### config.mk
export PLATFORM = sky130hd
export DESIGN_NAME = overrange_init_power_regs
export DESIGN_NICKNAME = d
export VERILOG_FILES = /design/src/hw/overrange_init_power_pkg.sv /design/src/hw/pulse_stretch.sv /design/src/hw/overrange_init_power_regs.sv
export SDC_FILE = /design/constraint.sdc
export NUM_CORES = 1
export LEC_CHECK = 0
export ABC_AREA = 1
export BUFFER_PORTS_ARGS = -buffer_cell sky130_fd_sc_hd__clkbuf_2
export CAP_MARGIN = 20
export CELL_PAD_IN_SITES_DETAIL_PLACEMENT = 0
export CELL_PAD_IN_SITES_GLOBAL_PLACEMENT = 2
export CORE_MARGIN = 2
export CORE_UTILIZATION = 25
export CTS_CLUSTER_DIAMETER = 100
export DETAILED_ROUTE_END_ITERATION = 6
export PLACE_DENSITY_LB_ADDON = 0.1
export SYNTH_ARGS = -nofsm -noshare
export SYNTH_HDL_FRONTEND = slang
export SYNTH_HIERARCHICAL = 1
export SYNTH_SLANG_ARGS = --single-unit
### constraint.sdc
create_clock -name clk -period 3 [get_ports clk]
set_input_delay 0.45 -clock clk [delete_from_list [all_inputs] [get_ports clk]]
set_output_delay 0.45 -clock clk [all_outputs]
set_load 0.02 [all_outputs]
### src/hw/overrange_init_power_pkg.sv
/*
  shared constants and carrier types for the over-range, init-status and power-profile registers.
  assumes one sampling-rate clock and an 8-bit register port with 12-bit addresses.
*/
package overrange_init_power_pkg;

  localparam int ADDR_W = 12;
  localparam int DATA_W = 8;

  // register offsets
  localparam logic [ADDR_W-1:0] LEVEL_ADDR     = 12'h211;
  localparam logic [ADDR_W-1:0] CONFIG_ADDR    = 12'h213;
  localparam logic [ADDR_W-1:0] INIT_ADDR      = 12'h270;
  localparam logic [ADDR_W-1:0] PROFILE_B_ADDR = 12'h29a;
  localparam logic [ADDR_W-1:0] PROFILE_C_ADDR = 12'h29b;
  localparam logic [ADDR_W-1:0] PROFILE_D_ADDR = 12'h29c;
  localparam logic [ADDR_W-1:0] ALARM_ADDR     = 12'h2c0;

  // reset values
  localparam logic [DATA_W-1:0] LEVEL_RESET     = 8'hf2;
  localparam logic [DATA_W-1:0] CONFIG_RESET    = 8'h07;
  localparam logic [DATA_W-1:0] PROFILE_B_RESET = 8'h0f;
  localparam logic [DATA_W-1:0] PROFILE_C_RESET = 8'h04;
  localparam logic [DATA_W-1:0] PROFILE_D_RESET = 8'h1b;
  localparam logic [DATA_W-1:0] ZERO_BYTE       = 8'h00;

  // profile codes
  localparam logic [DATA_W-1:0] PROFILE_B_LOW  = 8'h06;
  localparam logic [DATA_W-1:0] PROFILE_B_HIGH = 8'h0f;
  localparam logic [DATA_W-1:0] PROFILE_C_LOW  = 8'h00;
  localparam logic [DATA_W-1:0] PROFILE_C_HIGH = 8'h04;
  localparam logic [DATA_W-1:0] PROFILE_D_LOW  = 8'h14;
  localparam logic [DATA_W-1:0] PROFILE_D_HIGH = 8'h1b;

  // field positions
  localparam int OUTPUT_ENABLE_BIT = 3;
  localparam int EXPONENT_LSB      = 0;
  localparam int EXPONENT_W        = 3;
  localparam int INIT_DONE_BIT     = 0;
  localparam int ALARM_BIT         = 0;

  // pulse stretch: base of 4 sampling cycles, shifted by the exponent (max 4 << 7 = 512)
  localparam int          STRETCH_CNT_W = 10;
  localparam logic [STRETCH_CNT_W-1:0] STRETCH_BASE = 10'h004;
  localparam logic [STRETCH_CNT_W-1:0] CNT_ONE      = 10'h001;
  localparam logic [STRETCH_CNT_W-1:0] CNT_ZERO     = 10'h000;

  // level compare: 8-bit level against magnitude scaled so full scale is 256
  localparam int LEVEL_CMP_W = 9;

  typedef struct packed {
    logic              rd;
    logic              wr;
    logic [ADDR_W-1:0] addr;
    logic [DATA_W-1:0] wdata;
  } reg_req_t;

  typedef struct packed {
    logic [DATA_W-1:0] power_profile_word_b;
    logic [DATA_W-1:0] power_profile_word_c;
    logic [DATA_W-1:0] power_profile_word_d;
  } power_profile_t;

endpackage

### src/hw/pulse_stretch.sv
/*
  one channel of over-range pulse extension.
  assumes detect is sampled every enabled clock and exponent comes from the config register.
*/
`timescale 1ns/10ps
module pulse_stretch
  import overrange_init_power_pkg::*;
(
  input  wire logic                  clk,
  input  wire logic                  reset,
  input  wire logic                  ce,
  input  wire logic                  detect,
  input  wire logic [EXPONENT_W-1:0] exponent,
  output logic                       active
);

  typedef struct packed {
    logic                     active;
    logic [STRETCH_CNT_W-1:0] cnt;
  } stretch_state_t;

  stretch_state_t s_q;
  stretch_state_t s_d;

  always_comb begin
    s_d = s_q;
    if (detect) begin
      // every new detection restarts the full count
      s_d.active = 1'b1;                                                    // RQ14
      s_d.cnt    = (STRETCH_BASE << exponent) - CNT_ONE;                    // RQ3
    end else if (s_q.cnt != CNT_ZERO) begin
      s_d.cnt = s_q.cnt - CNT_ONE;
    end else begin
      s_d.active = 1'b0;
    end
  end

  always_ff @(posedge clk) begin
    if (reset) begin
      s_q <= '0;
    end else if (ce) begin
      s_q <= s_d;
    end
  end

  assign active = s_q.active;

endmodule

### src/hw/overrange_init_power_regs.sv
/*
  over-range flag, init-status, power-profile and alarm-summary register group.
  assumes a synchronous register port from the serial interface, samples on the sampling clock,
  and init-done / alarm-pending levels from the blocks that own them.
*/
// Functional notes
// RQ1 - with output enable set, flags follow each channel's detection logic
// RQ2 - with output enable clear, all four flags are held low; reset state
// RQ3 - flags last at least 4 * 2^exponent sampling cycles; exponent resets to 7
// RQ4 - read-only startup-complete bit reads zero after reset, one once init finishes
// RQ5 - host issues only soft reset until it reads startup-complete as one
// RQ6 - profile word b: low power 0x06, high performance 0x0f, reset 0x0f
// RQ7 - profile word c: low power 0x00, high performance 0x04, reset 0x04
// RQ8 - profile word d: low power 0x14, high performance 0x1b, reset 0x1b
// RQ9 - host keeps all profile registers in one consistent mode
// RQ10 - host calibrates after every change of power mode
// RQ11 - host clears calibration and serial link enables before profile writes
// RQ12 - detection fires when sample magnitude reaches the 8-bit level, reset 0xf2
// RQ13 - alarm summary at 0x2c0 reads one in bit 0 while any unmasked alarm pends
// RQ14 - each new detection restarts the stretch count
`timescale 1ns/10ps
module overrange_init_power_regs
  import overrange_init_power_pkg::*;
#(
  parameter int NUM_CHAN = 4,
  parameter int SAMPLE_W = 12
) (
  input  wire logic                               clk,
  input  wire logic                               reset,
  input  wire logic                               ce,
  input  wire reg_req_t                           reg_req,
  output logic          [DATA_W-1:0]              reg_rdata,
  input  wire logic     [NUM_CHAN-1:0][SAMPLE_W-1:0] sample,
  input  wire logic                               init_logic_done,
  input  wire logic                               alarm_pending,
  output logic          [NUM_CHAN-1:0]            overrange_flag,
  output power_profile_t                          power_profile
);

  typedef struct packed {
    logic [DATA_W-1:0]   overrange_level;
    logic [DATA_W-1:0]   overrange_config;
    power_profile_t      profile;
    logic                init_done;
    logic                alarm;
    logic [NUM_CHAN-1:0] flag;
    logic [DATA_W-1:0]   rdata;
  } regs_state_t;

  typedef struct packed {
    logic level;
    logic cfg;
    logic init;
    logic prof_b;
    logic prof_c;
    logic prof_d;
    logic alarm;
  } reg_sel_t;

  regs_state_t s_q;
  regs_state_t s_d;

  logic [NUM_CHAN-1:0]   detect;
  logic [NUM_CHAN-1:0]   stretched;
  logic                  overrange_output_enable;
  logic [EXPONENT_W-1:0] pulse_stretch_exponent;
  reg_sel_t              sel;

  // magnitude scaled so that full scale maps to 256; the most negative code reads as full scale
  function automatic logic [LEVEL_CMP_W-1:0] scaled_mag(input logic [SAMPLE_W-1:0] smp);
    logic [SAMPLE_W-1:0] mag;
    mag = smp[SAMPLE_W-1] ? (~smp + {{(SAMPLE_W-1){1'b0}}, 1'b1}) : smp;
    return mag[SAMPLE_W-1 -: LEVEL_CMP_W];
  endfunction

  // inclusive compare: a sample exactly at the level already counts as over range
  function automatic logic over_level(input logic [SAMPLE_W-1:0] smp,
                                      input logic [DATA_W-1:0]   level);
    return scaled_mag(smp) >= {1'b0, level};
  endfunction

  // one shared decoder keeps the read and write maps from drifting apart;
  // unmapped offsets select nothing, so they read as zero and swallow writes
  function automatic reg_sel_t decode_addr(input logic [ADDR_W-1:0] addr);
    reg_sel_t dec;
    dec = '0;
    case (addr)
      LEVEL_ADDR: begin
        dec.level = 1'b1;
      end
      CONFIG_ADDR: begin
        dec.cfg = 1'b1;
      end
      INIT_ADDR: begin
        dec.init = 1'b1;
      end
      PROFILE_B_ADDR: begin
        dec.prof_b = 1'b1;
      end
      PROFILE_C_ADDR: begin
        dec.prof_c = 1'b1;
      end
      PROFILE_D_ADDR: begin
        dec.prof_d = 1'b1;
      end
      ALARM_ADDR: begin
        dec.alarm = 1'b1;
      end
      default: begin
        dec = '0;
      end
    endcase
    return dec;
  endfunction

  assign overrange_output_enable = s_q.overrange_config[OUTPUT_ENABLE_BIT];
  assign pulse_stretch_exponent  = s_q.overrange_config[EXPONENT_LSB +: EXPONENT_W];

  genvar ch;
  generate
    for (ch = 0; ch < NUM_CHAN; ch++) begin : g_chan
      assign detect[ch] = over_level(sample[ch], s_q.overrange_level);         // RQ12
      pulse_stretch u_stretch (
        .clk      (clk),
        .reset    (reset),
        .ce       (ce),
        .detect   (detect[ch]),
        .exponent (pulse_stretch_exponent),
        .active   (stretched[ch])
      );
    end
  endgenerate

  assign sel = decode_addr(reg_req.addr);

  always_comb begin
    s_d = s_q;
    // gating is at the output flop so a disable blanks flags on the next edge
    for (int i = 0; i < NUM_CHAN; i++) begin
      if (overrange_output_enable) begin
        s_d.flag[i] = stretched[i];                                               // RQ1
      end else begin
        s_d.flag[i] = 1'b0;                                                       // RQ2
      end
    end
    // latched: once initialisation finishes it stays done until reset
    if (init_logic_done) begin
      s_d.init_done = 1'b1;                                                       // RQ4
    end
    s_d.alarm = alarm_pending;                                                    // RQ13
    // reserved values are stored as written; keeping modes consistent is left to software
    if (reg_req.wr) begin
      if (sel.level) begin
        s_d.overrange_level = reg_req.wdata;                                      // RQ12
      end
      if (sel.cfg) begin
        s_d.overrange_config = reg_req.wdata;                                     // RQ1 RQ3
      end
      if (sel.prof_b) begin
        s_d.profile.power_profile_word_b = reg_req.wdata;                         // RQ6
      end
      if (sel.prof_c) begin
        s_d.profile.power_profile_word_c = reg_req.wdata;                         // RQ7
      end
      if (sel.prof_d) begin
        s_d.profile.power_profile_word_d = reg_req.wdata;                         // RQ8
      end
    end
    // reads take the state before this edge, so a same-cycle write shows up one read later
    if (reg_req.rd) begin
      s_d.rdata = ZERO_BYTE;
      if (sel.level) begin
        s_d.rdata = s_q.overrange_level;
      end
      if (sel.cfg) begin
        s_d.rdata = s_q.overrange_config;
      end
      if (sel.init) begin
        s_d.rdata[INIT_DONE_BIT] = s_q.init_done;                                 // RQ4
      end
      if (sel.prof_b) begin
        s_d.rdata = s_q.profile.power_profile_word_b;
      end
      if (sel.prof_c) begin
        s_d.rdata = s_q.profile.power_profile_word_c;
      end
      if (sel.prof_d) begin
        s_d.rdata = s_q.profile.power_profile_word_d;
      end
      if (sel.alarm) begin
        s_d.rdata[ALARM_BIT] = s_q.alarm;                                         // RQ13
      end
    end
  end

  always_ff @(posedge clk) begin
    if (reset) begin
      s_q.overrange_level              <= LEVEL_RESET;                            // RQ12
      s_q.overrange_config             <= CONFIG_RESET;                           // RQ2 RQ3
      s_q.profile.power_profile_word_b <= PROFILE_B_RESET;                        // RQ6
      s_q.profile.power_profile_word_c <= PROFILE_C_RESET;                        // RQ7
      s_q.profile.power_profile_word_d <= PROFILE_D_RESET;                        // RQ8
      s_q.init_done                    <= 1'b0;                                   // RQ4
      s_q.alarm                        <= 1'b0;
      s_q.flag                         <= '0;
      s_q.rdata                        <= ZERO_BYTE;
    end else if (ce) begin
      s_q <= s_d;
    end
  end

  assign reg_rdata      = s_q.rdata;
  assign overrange_flag = s_q.flag;
  assign power_profile  = s_q.profile;

endmodule

# After elaboration in Yosys (flattened, before gate mapping)
# Cells that the tools add are included.
# totals
reg_bits,98
wordCells,103
out_inout_bits,36
ram_bits,0
romBits,0
latchBits,0
memories,0
# classes
n_mux,34
bitwise_logic,4
order_cmp,4
div,0
shift,1
addsub,9
n_eq_ne,11
n_mul,0
reduce_logical,23
# op_table
operator,count
"equality test 12 x 10 -> 1 bit, second input constant",7
"subtractor 10 x 1 -> 10 bit, second input constant",5
"adder 12 x 1 -> 12 bit, second input constant",4
2-to-1 mux 12 bit,4
inverter 12 bit,4
2-to-1 mux 11 bit,4
2-to-1 mux 10 bit,4
2-to-1 mux 8 bit,5
nonzero test 10 bit,4
greater-or-equal comparator 9 x 8 -> 1 bit,4
AND reduction 2 bit,10
2-to-1 mux 1 bit,17
AND reduction 3 bit,5
"left shift 3 x 3 -> 10 bit, first input constant",1
"!= test 2 x 1 -> 1 bit, second input constant",4
nonzero test 2 bit,4

# Depth between registers and ports, before layout
# Gate-level depths: netlist of the first run.
# logic_depth
depth_word,9
mapped_depth,25
depth_no_buf,25

# Hierarchy
# The synthesis of the first run kept the hierarchy.
# modules_own_cells
mod,cells_per_inst,seq_area_each_um2,area_each_um2,n_inst
overrange_init_power_regs,610,1081.0,4290.4,1
pulse_stretch,125,220.2,782.0,4

# Worst setup path after synthesis of the first run
# Ideal clock, no wire load.
# synth_timing
path_kind,in2reg
start,input port sample[1] (netlist name)
end,register g_chan[0].u_stretch/s_q[8] (netlist name)
path_stages,20
setup_slack_ps,-72
setup_ps,109
arrival_time_ps,2963
cell_sequence,nor2_1 > nand4_1 > nor2_1 > nand2_1 > o21ai_1 > o21ai_1 > xor2_1 > ha_1 > nand3_1 > o211ai_1 > inv_2 > nand2_1 > ha_1 > nand3_2 > nor2_2 > nand3_1 > nand2_1 > nand3_1 > nand2_1 > inv_1
# synth_via
elab_chain_len,6
elab_cells_between_ends,7
classes_between,add/sub (1); order compare (1); mux (2); bitwise (1); reduce/logical (2)
# synth_lines
element,line,rtl
start: declaration,overrange_init_power_regs.sv:33,"input wire logic [NUM_CHAN-1:0][SAMPLE_W-1:0] sample,"
inverter 12 bit (*),overrange_init_power_regs.sv:72,"mag = smp[SAMPLE_W-1] ? (~smp + {{(SAMPLE_W-1){1'b0}}, 1'b1}) : smp;"
adder 12 x 1 -> 12 bit (*),overrange_init_power_regs.sv:72,
2-to-1 mux 12 bit (*),overrange_init_power_regs.sv:72,
greater-or-equal comparator 9 x 8 -> 1 bit (*),overrange_init_power_regs.sv:79,"return scaled_mag(smp) >= {1'b0, level};"
via detect[0],overrange_init_power_regs.sv:63,logic [NUM_CHAN-1:0] detect;
nonzero test 2 bit (no source line),--,
AND reduction 2 bit (no source line),--,
end signal: assignment,pulse_stretch.sv:40,s_q <= '0;
end signal: assignment,pulse_stretch.sv:42,s_q <= s_d;
end: declaration,pulse_stretch.sv:22,stretch_state_t s_q;
# The timed path passes the listed nets; every way through them passes the cells marked *.
# A chain may end at the register's enable or synchronous reset.

# Worst setup path in the final report of the first run
# layout_timing
start,input port sample[36] (netlist name)
end,register g_chan[3].u_stretch/s_q[2] (netlist name)
# layout_via
elab_chain_len,6
elab_cells_between_ends,7
classes_between,add/sub (1); order compare (1); mux (2); bitwise (1); reduce/logical (2)
# layout_lines
element,line
inverter 12 bit (*),overrange_init_power_regs.sv:72
adder 12 x 1 -> 12 bit (*),overrange_init_power_regs.sv:72
2-to-1 mux 12 bit (*),overrange_init_power_regs.sv:72
greater-or-equal comparator 9 x 8 -> 1 bit (*),overrange_init_power_regs.sv:79
via detect[3],overrange_init_power_regs.sv:63
nonzero test 2 bit (no source line),--
AND reduction 2 bit (no source line),--
end signal: assignment,pulse_stretch.sv:40
end signal: assignment,pulse_stretch.sv:42
end: declaration,pulse_stretch.sv:22
# Marked as above.

==> results of run 1 <==
[timing repair]
action / 4_1_cts / 5_1_grt
setup endpoints to repair: 14 / 43
setup buffers: 6 / 18
resized for setup: 12 / 179
pin swaps: 3 / 107
[cells in the mapped netlist, types with 2 or more instances]
library cell,number
nor3_2,2
nand2_4,5
o221ai_1,4
o41ai_1,2
a21boi_2,4
a31oi_1,2
buf_2,4
o22ai_1,5
a211oi_1,2
nor4_1,2
nor3_4,2
o21ai_0,42
inv_2,18
o211ai_1,16
nand4_1,21
nand3b_1,5
nor2_4,18
nor2_8,2
nor2_1,128
nor2_2,10
buf_4,40
o21ai_1,20
xnor2_1,15
dfxtp_1,98
ha_1,36
a21oi_1,73
nand3_2,8
o211ai_2,4
a21oi_2,4
o21ai_2,2
xor2_1,29
nand2_1,224
buf_6,3
nand2_2,26
o31ai_1,2
clkbuf_1,5
inv_1,150
nand3_1,62
nor3_1,12
[state kept, by name, summed over array words and instances (netlist names)]
| signal | flops |
|---|---|
| g_chan.u_stretch/active | 4 |
| g_chan.u_stretch/s_q | 40 |
| overrange_flag | 4 |
| overrange_output_enable | 1 |
| power_profile | 24 |
| pulse_stretch_exponent | 3 |
| reg_rdata | 8 |
| s_q | 14 |
[metrics by stage]
| step | utilization | instance area [um2] | worst slack [ns] | std cells | total power [W] |
|---|---|---|---|---|---|
| 2_1_floorplan | - | 7450 | -0.0272 | 1110 | 0.00257 |
| 3_3_place_gp | 0.300 | 8830 | -0.573 | 1653 | 0.00310 |
| 3_5_place_dp | 0.300 | 8830 | -0.588 | 1653 | 0.00309 |
| 4_1_cts | 0.315 | 9270 | 0.00417 | 1675 | 0.00449 |
| 5_1_grt | 0.342 | 10100 | -0.190 | 1693 | 0.00516 |
| 6_report | 0.342 | 10100 | 0.0684 | 1693 | 0.00481 |
[power by group]
group          switching (W)  internal, W  total [W]  leakage, nW
logic                0.00105     0.000896    0.00194         4.12
registers           0.000105      0.00142    0.00152        0.801
clock network       0.000560     0.000783    0.00134        0.167
total                0.00171      0.00309    0.00481         5.09
[cell usage in the layout (no fill, tap or decap), types with 7 or more instances in the layout]
| master | synthesis | routed |
|---|---|---|
| a21oi_1 | 73 | 65 |
| nand3_2 | 8 | 16 |
| ha_1 | 36 | 32 |
| o211ai_1 | 16 | 16 |
| inv_1 | 150 | 146 |
| a21oi_2 | 4 | 12 |
| nand4_1 | 21 | 21 |
| buf_6 | 3 | 18 |
| nand2_2 | 26 | 54 |
| o21ai_0 | 42 | 33 |
| nor3_2 | 2 | 7 |
| nand2_1 | 224 | 177 |
| o21ai_1 | 20 | 25 |
| xnor2_1 | 15 | 9 |
| nor2_4 | 18 | 31 |
| nand2_4 | 5 | 23 |
| nor2_1 | 128 | 117 |
| nand3_1 | 62 | 49 |
| nor2_2 | 10 | 8 |
| dfxtp_1 | 98 | 98 |
| inv_2 | 18 | 15 |
| buf_4 | 40 | 105 |
| clkbuf_16 | 0 | 9 |
| clkbuf_2 | 0 | 106 |
| xor2_1 | 29 | 28 |
[worst max-delay path by stage]
stage,to,slack (ns)
3_3_place_gp,g_chan[1].u_stretch/s_q[8],-0.57
4_1_cts,g_chan[0].u_stretch/s_q[5],0.004
6_report,g_chan[3].u_stretch/s_q[2],0.07
5_1_grt,g_chan[1].u_stretch/s_q[5],-0.19
3_5_place_dp,g_chan[1].u_stretch/s_q[8],-0.59
2_1_floorplan,g_chan[0].u_stretch/s_q[8],-0.03
[cell families (layout without fill, tap and decap cells)]
kind of cell               count (synthesis)  in the layout  synth area share
buffers and inverters                    221            414             0.136
adders and majority gates                 36             36            0.0607
xor gates and xnor gates                  44             44            0.0519
and+or+nand+nor                          528            528             0.342
AOI/OAI and AO/OA                        183            183             0.145
DFF                                       98             98             0.264
[layer usage]
metal | vias up | share of wire | wire length, um | GRT usage
met5 | - | 0 | 0 | 0
met1 | 3339 | 0.50 | 12000 | 0.214
met3 | 13 | 0.027 | 649 | 0.0215
met4 | 0 | 0.0088 | 213 | 0.0365
li1 | 3934 | - | - | -
met2 | 87 | 0.47 | 11300 | 0.265
[final cells by class]
type                       count  share of cell area
timing repair buffer         230               0.153
clock inverter                 5             0.00820
multi-input combinational    791               0.505
tap                          390              0.0485
clock buffer                  11              0.0251
sequential                    98               0.195
inverter                     168              0.0654
[critical path, cell delays in order]
cell	delay, ns
buf_6	0.10
nor3_4	0.19
inv_2	0.08
o31ai_4	0.22
xor2_1	0.10
ha_1	0.33
nand2_1	0.06
o211ai_1	0.18
nand3_1	0.10
nand2_1	0.08
nand3_1	0.06
nand2_1	0.06
nand2_1	0.05
nand3b_1	0.09
buf_6	0.15
inv_8	0.05
nor2_4	0.19
nand2_4	0.10
nand2_4	0.09
buf_4	0.11
xor2_1	0.18
nand2_1	0.09
a21oi_2	0.11
==> results.md, run 1 <==
* Layout cell share with drive strength beyond 1 at 0.351
* Slew headroom at 0.372
* H-tree levels at 3
* Vias in the first global route at 7,269
* Minimum clock period at 2.93 ns
* Synth warnings at 6
* Hold slack at 0.359 ns
* Avg WL per Cell at 14.3 um
* Num ports at 111
* Prevailing post-synth register cell: dfxtp_1
* Leakage at 5.09 nW
* R2R depth at 21
* Synth Register Bits at 98
* Routed vias/inst at 4.35
* Class of the worst hold path: input port to register
* GP Congestion at 0.775
* Total Routing Usage GR at 0.157
* Top post-synthesis cells by area: dfxtp_1, nand2_1, inv_1, nor2_1, ha_1
* Max FO, Critical Path at 5
* Achievable Freq at 341 MHz
* Clk buf depth at 2
* Total area of sequential cells at 0.00196 mm2
* CTS Buf Count at 9
* Residual DRC at 0
* Via count at 7,373
* Synth Net Count at 1,221
* Critical hold path startpoint: init_logic_done
* Worst hold endpoint: s_q[13]
* Grt ovf at 0
* Initial core utilization at 0.252
* CP startpoint kind: input port
* Core area at 0.0294 mm2
* Library cells used by synthesis at 42
* Hpwl dp at 18,700 um
* Post-synth top area share at 0.264
* Outcome: completed
* Worst-margin pin slew at 0.941 ns
* DIE AREA at 0.0311 mm2
* Drt total wl at 24,100 um
* Antenna violations before repair at 0
* Skew-Pair Late Insertion Delay at 0.36 ns
* Crit path DAT at 3.23 ns
* Rows at 63
* Req. time, crit path at 3.30 ns
* Setup TNS at 0 ns
* R2r setup slk at 0.25 ns
* Setup CP Type: input port to register
* Seq/Total Area, Yosys at 0.264
* Tcrit/Tclk final at 0.977
* Detailed Routing Iterations Pass 1 at 4
* CP Launch Point: sample[36]
* Post-Synthesis Cells at 1,110
* Die W at 176 um
* Max IR drop VDD at 0.306 mV
* Fin nets at 1,409
* Slew Limit Fails at 0
* Root Buffer: clkbuf_16
* Area Growth Syn to Fin at 35.7%
* Worst hold path cell count at 3
* Footprint of the multi-input gates at 0.00508 mm2
* Leading area contributor after synthesis: dfxtp_1
* Worst Skew at 0.0112 ns
* ANT nets after route at 0
* Synth Area per Inst at 6.68 um2
* TritonCTS clock tree: yes
* Iter 0 DRT Violations at 241
* Clock transition at path regs at 0.07 ns
* Fillcell total at 3,278
* Pwr/cell area at 478 mW/mm2
* RSZ-0062 raised after global routing: true
* Hold Buf Count CTS at 0
* Asr flop ratio synth at 0
* Max-Cap Viols at 0
* Die height at 176 um
* Post-synth EDFFs at 0
* PortBufs at 110
* Clk sinks at 98
* R2r startpoint: s_q[48]
* Synth Cell Area at 0.00742 mm2
* Nature of the critical path endpoint: register
* # setup viols final at 0
* Largest net degree at the start of global routing at 43
* Fin. Hold Viols at 0
* Worst r2r dst: g_chan[1].u_stretch/s_q[5]
* Global-route wire length before repair at 38,400 um
* Diode count at 0
No activity file was read; power rests on OpenSTA's default activity.
==> run 2, diff against run 1 <==
MAX_ROUTING_LAYER = met4   (was default)
==> run 2 against run 1 <==
Non-clock buffer count did not move; largest cell class unchanged; hold slack hardly changed; die area stayed put; combinational power hardly changed; sequential power is essentially flat; highest routed layer unchanged; largest power group unchanged; clock skew barely moved.
==> results.md, run 2 (synthesized netlist as in run 1, its figures left out) <==
* Outcome: completed
* Avg WL per Cell at 14.3 um (about the same)
* Vias in the first global route at 7,269 (unchanged)
* Cells after DPL at 1,653 (unchanged)
* Core area at 0.0294 mm2 (unchanged)
* Leakage at 5.09 nW (about the same)
* PortBufs at 110 (unchanged)
* RSZ-0062 raised after global routing: true
* Residual DRC at 0 (unchanged)
* # setup viols final at 0 (unchanged)
* Tcrit/Tclk final at 0.978 (about the same)
* Nature of the critical path endpoint: register
* Class of the worst hold path: input port to register
* Largest register by flop count: g_chan.u_stretch/s_q
* R2R depth at 21 (unchanged)
* Setup TNS at 0 ns (unchanged)
* Achievable Freq at 341 MHz (about the same)
* Total Routing Usage GR at 0.162 (+0.00463)
* CTS Buf Count at 9 (unchanged)
* Global-route wire length before repair at 38,400 um (about the same)
* PnR worst setup slack at 0.0662 ns (-0.00220 ns)
* DIE AREA at 0.0311 mm2 (unchanged)
* Antenna violations before repair at 0 (unchanged)
* Slew headroom at 0.354 (-0.0176)
* Max FO, Critical Path at 5 (unchanged)
* ANT nets after route at 0 (unchanged)
* Iter 0 DRT Violations at 249 (+3.3%)
* Commonest non-fill, non-tap cell in the layout: nand2_1
* Req. time, crit path at 3.30 ns (about the same)
* Fin. Hold Viols at 0 (unchanged)
* R2r startpoint: s_q[48]
* Diode count at 0 (unchanged)
* Pwr/cell area at 478 mW/mm2 (about the same)
* Fin nets at 1,409 (unchanged)
* Max IR drop VDD at 0.306 mV (+0.14%)
* Num ports at 111 (unchanged)
* Most frequent cells in the layout: nand2_1, inv_1, nor2_1
* Clk sinks at 98 (unchanged)
* Minimum clock period at 2.93 ns (+0.00220 ns)
* Worst-margin pin slew at 0.967 ns (+0.0263 ns)
* Hpwl dp at 18,700 um (unchanged)
* H-tree levels at 3 (unchanged)
* Drt total wl at 24,200 um (about the same)
* Routed vias/inst at 4.36 (+0.15%)
* Clk buf depth at 2 (unchanged)
* Max reg flops at 40 (unchanged)
* Worst Skew at 0.0114 ns (+0.000193 ns)
* Largest net degree at the start of global routing at 43 (unchanged)
* CP startpoint kind: input port
* Grt ovf at 0 (unchanged)
* Skew-Pair Late Insertion Delay at 0.36 ns (about the same)
* Layout cell share with drive strength beyond 1 at 0.351 (unchanged)
* Critical hold path startpoint: init_logic_done
* Rows at 63 (unchanged)
* Detailed Routing Iterations Pass 1 at 6 (+2)
* Via count at 7,384 (+0.15%)
* Post-route insts no fill at 1,693 (unchanged)
* Die height at 176 um (unchanged)
* R2r setup slk at 0.25 ns (about the same)
* Place WS at -0.588 ns (unchanged)
* Worst r2r dst: g_chan[1].u_stretch/s_q[5]
* Area Growth Syn to Fin at 35.7% (unchanged)
* Worst hold endpoint: s_q[13]
* Root Buffer: clkbuf_16
* Max-Cap Viols at 0 (unchanged)
* GP Congestion at 0.786 (+1.4%)
* Slew Limit Fails at 0 (unchanged)
* Die W at 176 um (unchanged)
* Crit path DAT at 3.23 ns (about the same)
* Worst hold path cell count at 3 (unchanged)
* TritonCTS clock tree: yes
* Initial core utilization at 0.252 (unchanged)
* Fillcell total at 3,278 (unchanged)
* Clock transition at path regs at 0.07 ns (about the same)
* Setup CP Type: input port to register
-- run 2: changes by cell type in the layout (fill, tap and decap cells not counted) --
cell     previous run  this run
o21ai_0            33        34
o21ai_1            25        24
-- run 2: timing repair --
| item | in CTS | in global routing |
|---|---|---|
| hold buffers | 0 | 0 |
| resized for setup | 12 | 178 |
| pin swaps | 3 | 107 |
| setup buffers | 6 | 18 |
| endpoints found under the setup margin | 14 | 43 |
| endpoints found under the hold margin | 0 | 0 |
-- run 2: worst max path at each step --
stage	from	endpoint
finish	sample[36]	g_chan[3].u_stretch/s_q[2]
global route	sample[13]	g_chan[1].u_stretch/s_q[5]
CTS	sample[1]	g_chan[0].u_stretch/s_q[5]
detailed placement	sample[13]	g_chan[1].u_stretch/s_q[8]
global placement	sample[13]	g_chan[1].u_stretch/s_q[8]
floorplan	sample[1]	g_chan[0].u_stretch/s_q[8]
-- run 2: layout make-up --
type	instances	area, um2	share of cell area
Clock buffer	11	253	0.0251
Clock inverter	5	82.6	0.00820
Inverter	168	658	0.0654
Multi-Input combinational cell	791	5080	0.505
Sequential cell	98	1960	0.195
Tap cell	390	488	0.0485
Timing Repair Buffer	230	1540	0.153
-- run 2: routing by layer --
layer,GRT usage,wire (um)
met1,0.214,12000
met2,0.264,11300
met3,0.0220,677
met4,0.0365,217
met5,-,0
-- run 2: metrics by stage --
stage | power, W | util | area [um2] | hold WS (ns)
floorplan | 0.00257 | - | 7450 | 0.437
global route | 0.00516 | 0.342 | 10100 | 0.373
finish | 0.00481 | 0.342 | 10100 | 0.359
global placement | 0.00310 | 0.300 | 8830 | 0.459
detailed placement | 0.00309 | 0.300 | 8830 | 0.463
CTS | 0.00449 | 0.315 | 9270 | 0.346
-- run 2: power breakdown --
part	leakage, nW	switching, W	internal [W]
Sequential	0.801	0.000105	0.00142
Clock	0.167	0.000561	0.000783
Combinational	4.12	0.00105	0.000895
-- run 2: worst max-delay path, stage by stage --
cell	delay, ns
buf_6	0.10
nor3_4	0.19
inv_2	0.08
o31ai_4	0.22
xor2_1	0.10
ha_1	0.33
nand2_1	0.06
o211ai_1	0.18
nand3_1	0.10
nand2_1	0.08
nand3_1	0.06
nand2_1	0.06
nand2_1	0.05
nand3b_1	0.09
buf_6	0.16
inv_8	0.05
nor2_4	0.19
nand2_4	0.10
nand2_4	0.09
buf_4	0.11
xor2_1	0.18
nand2_1	0.09
a21oi_2	0.11
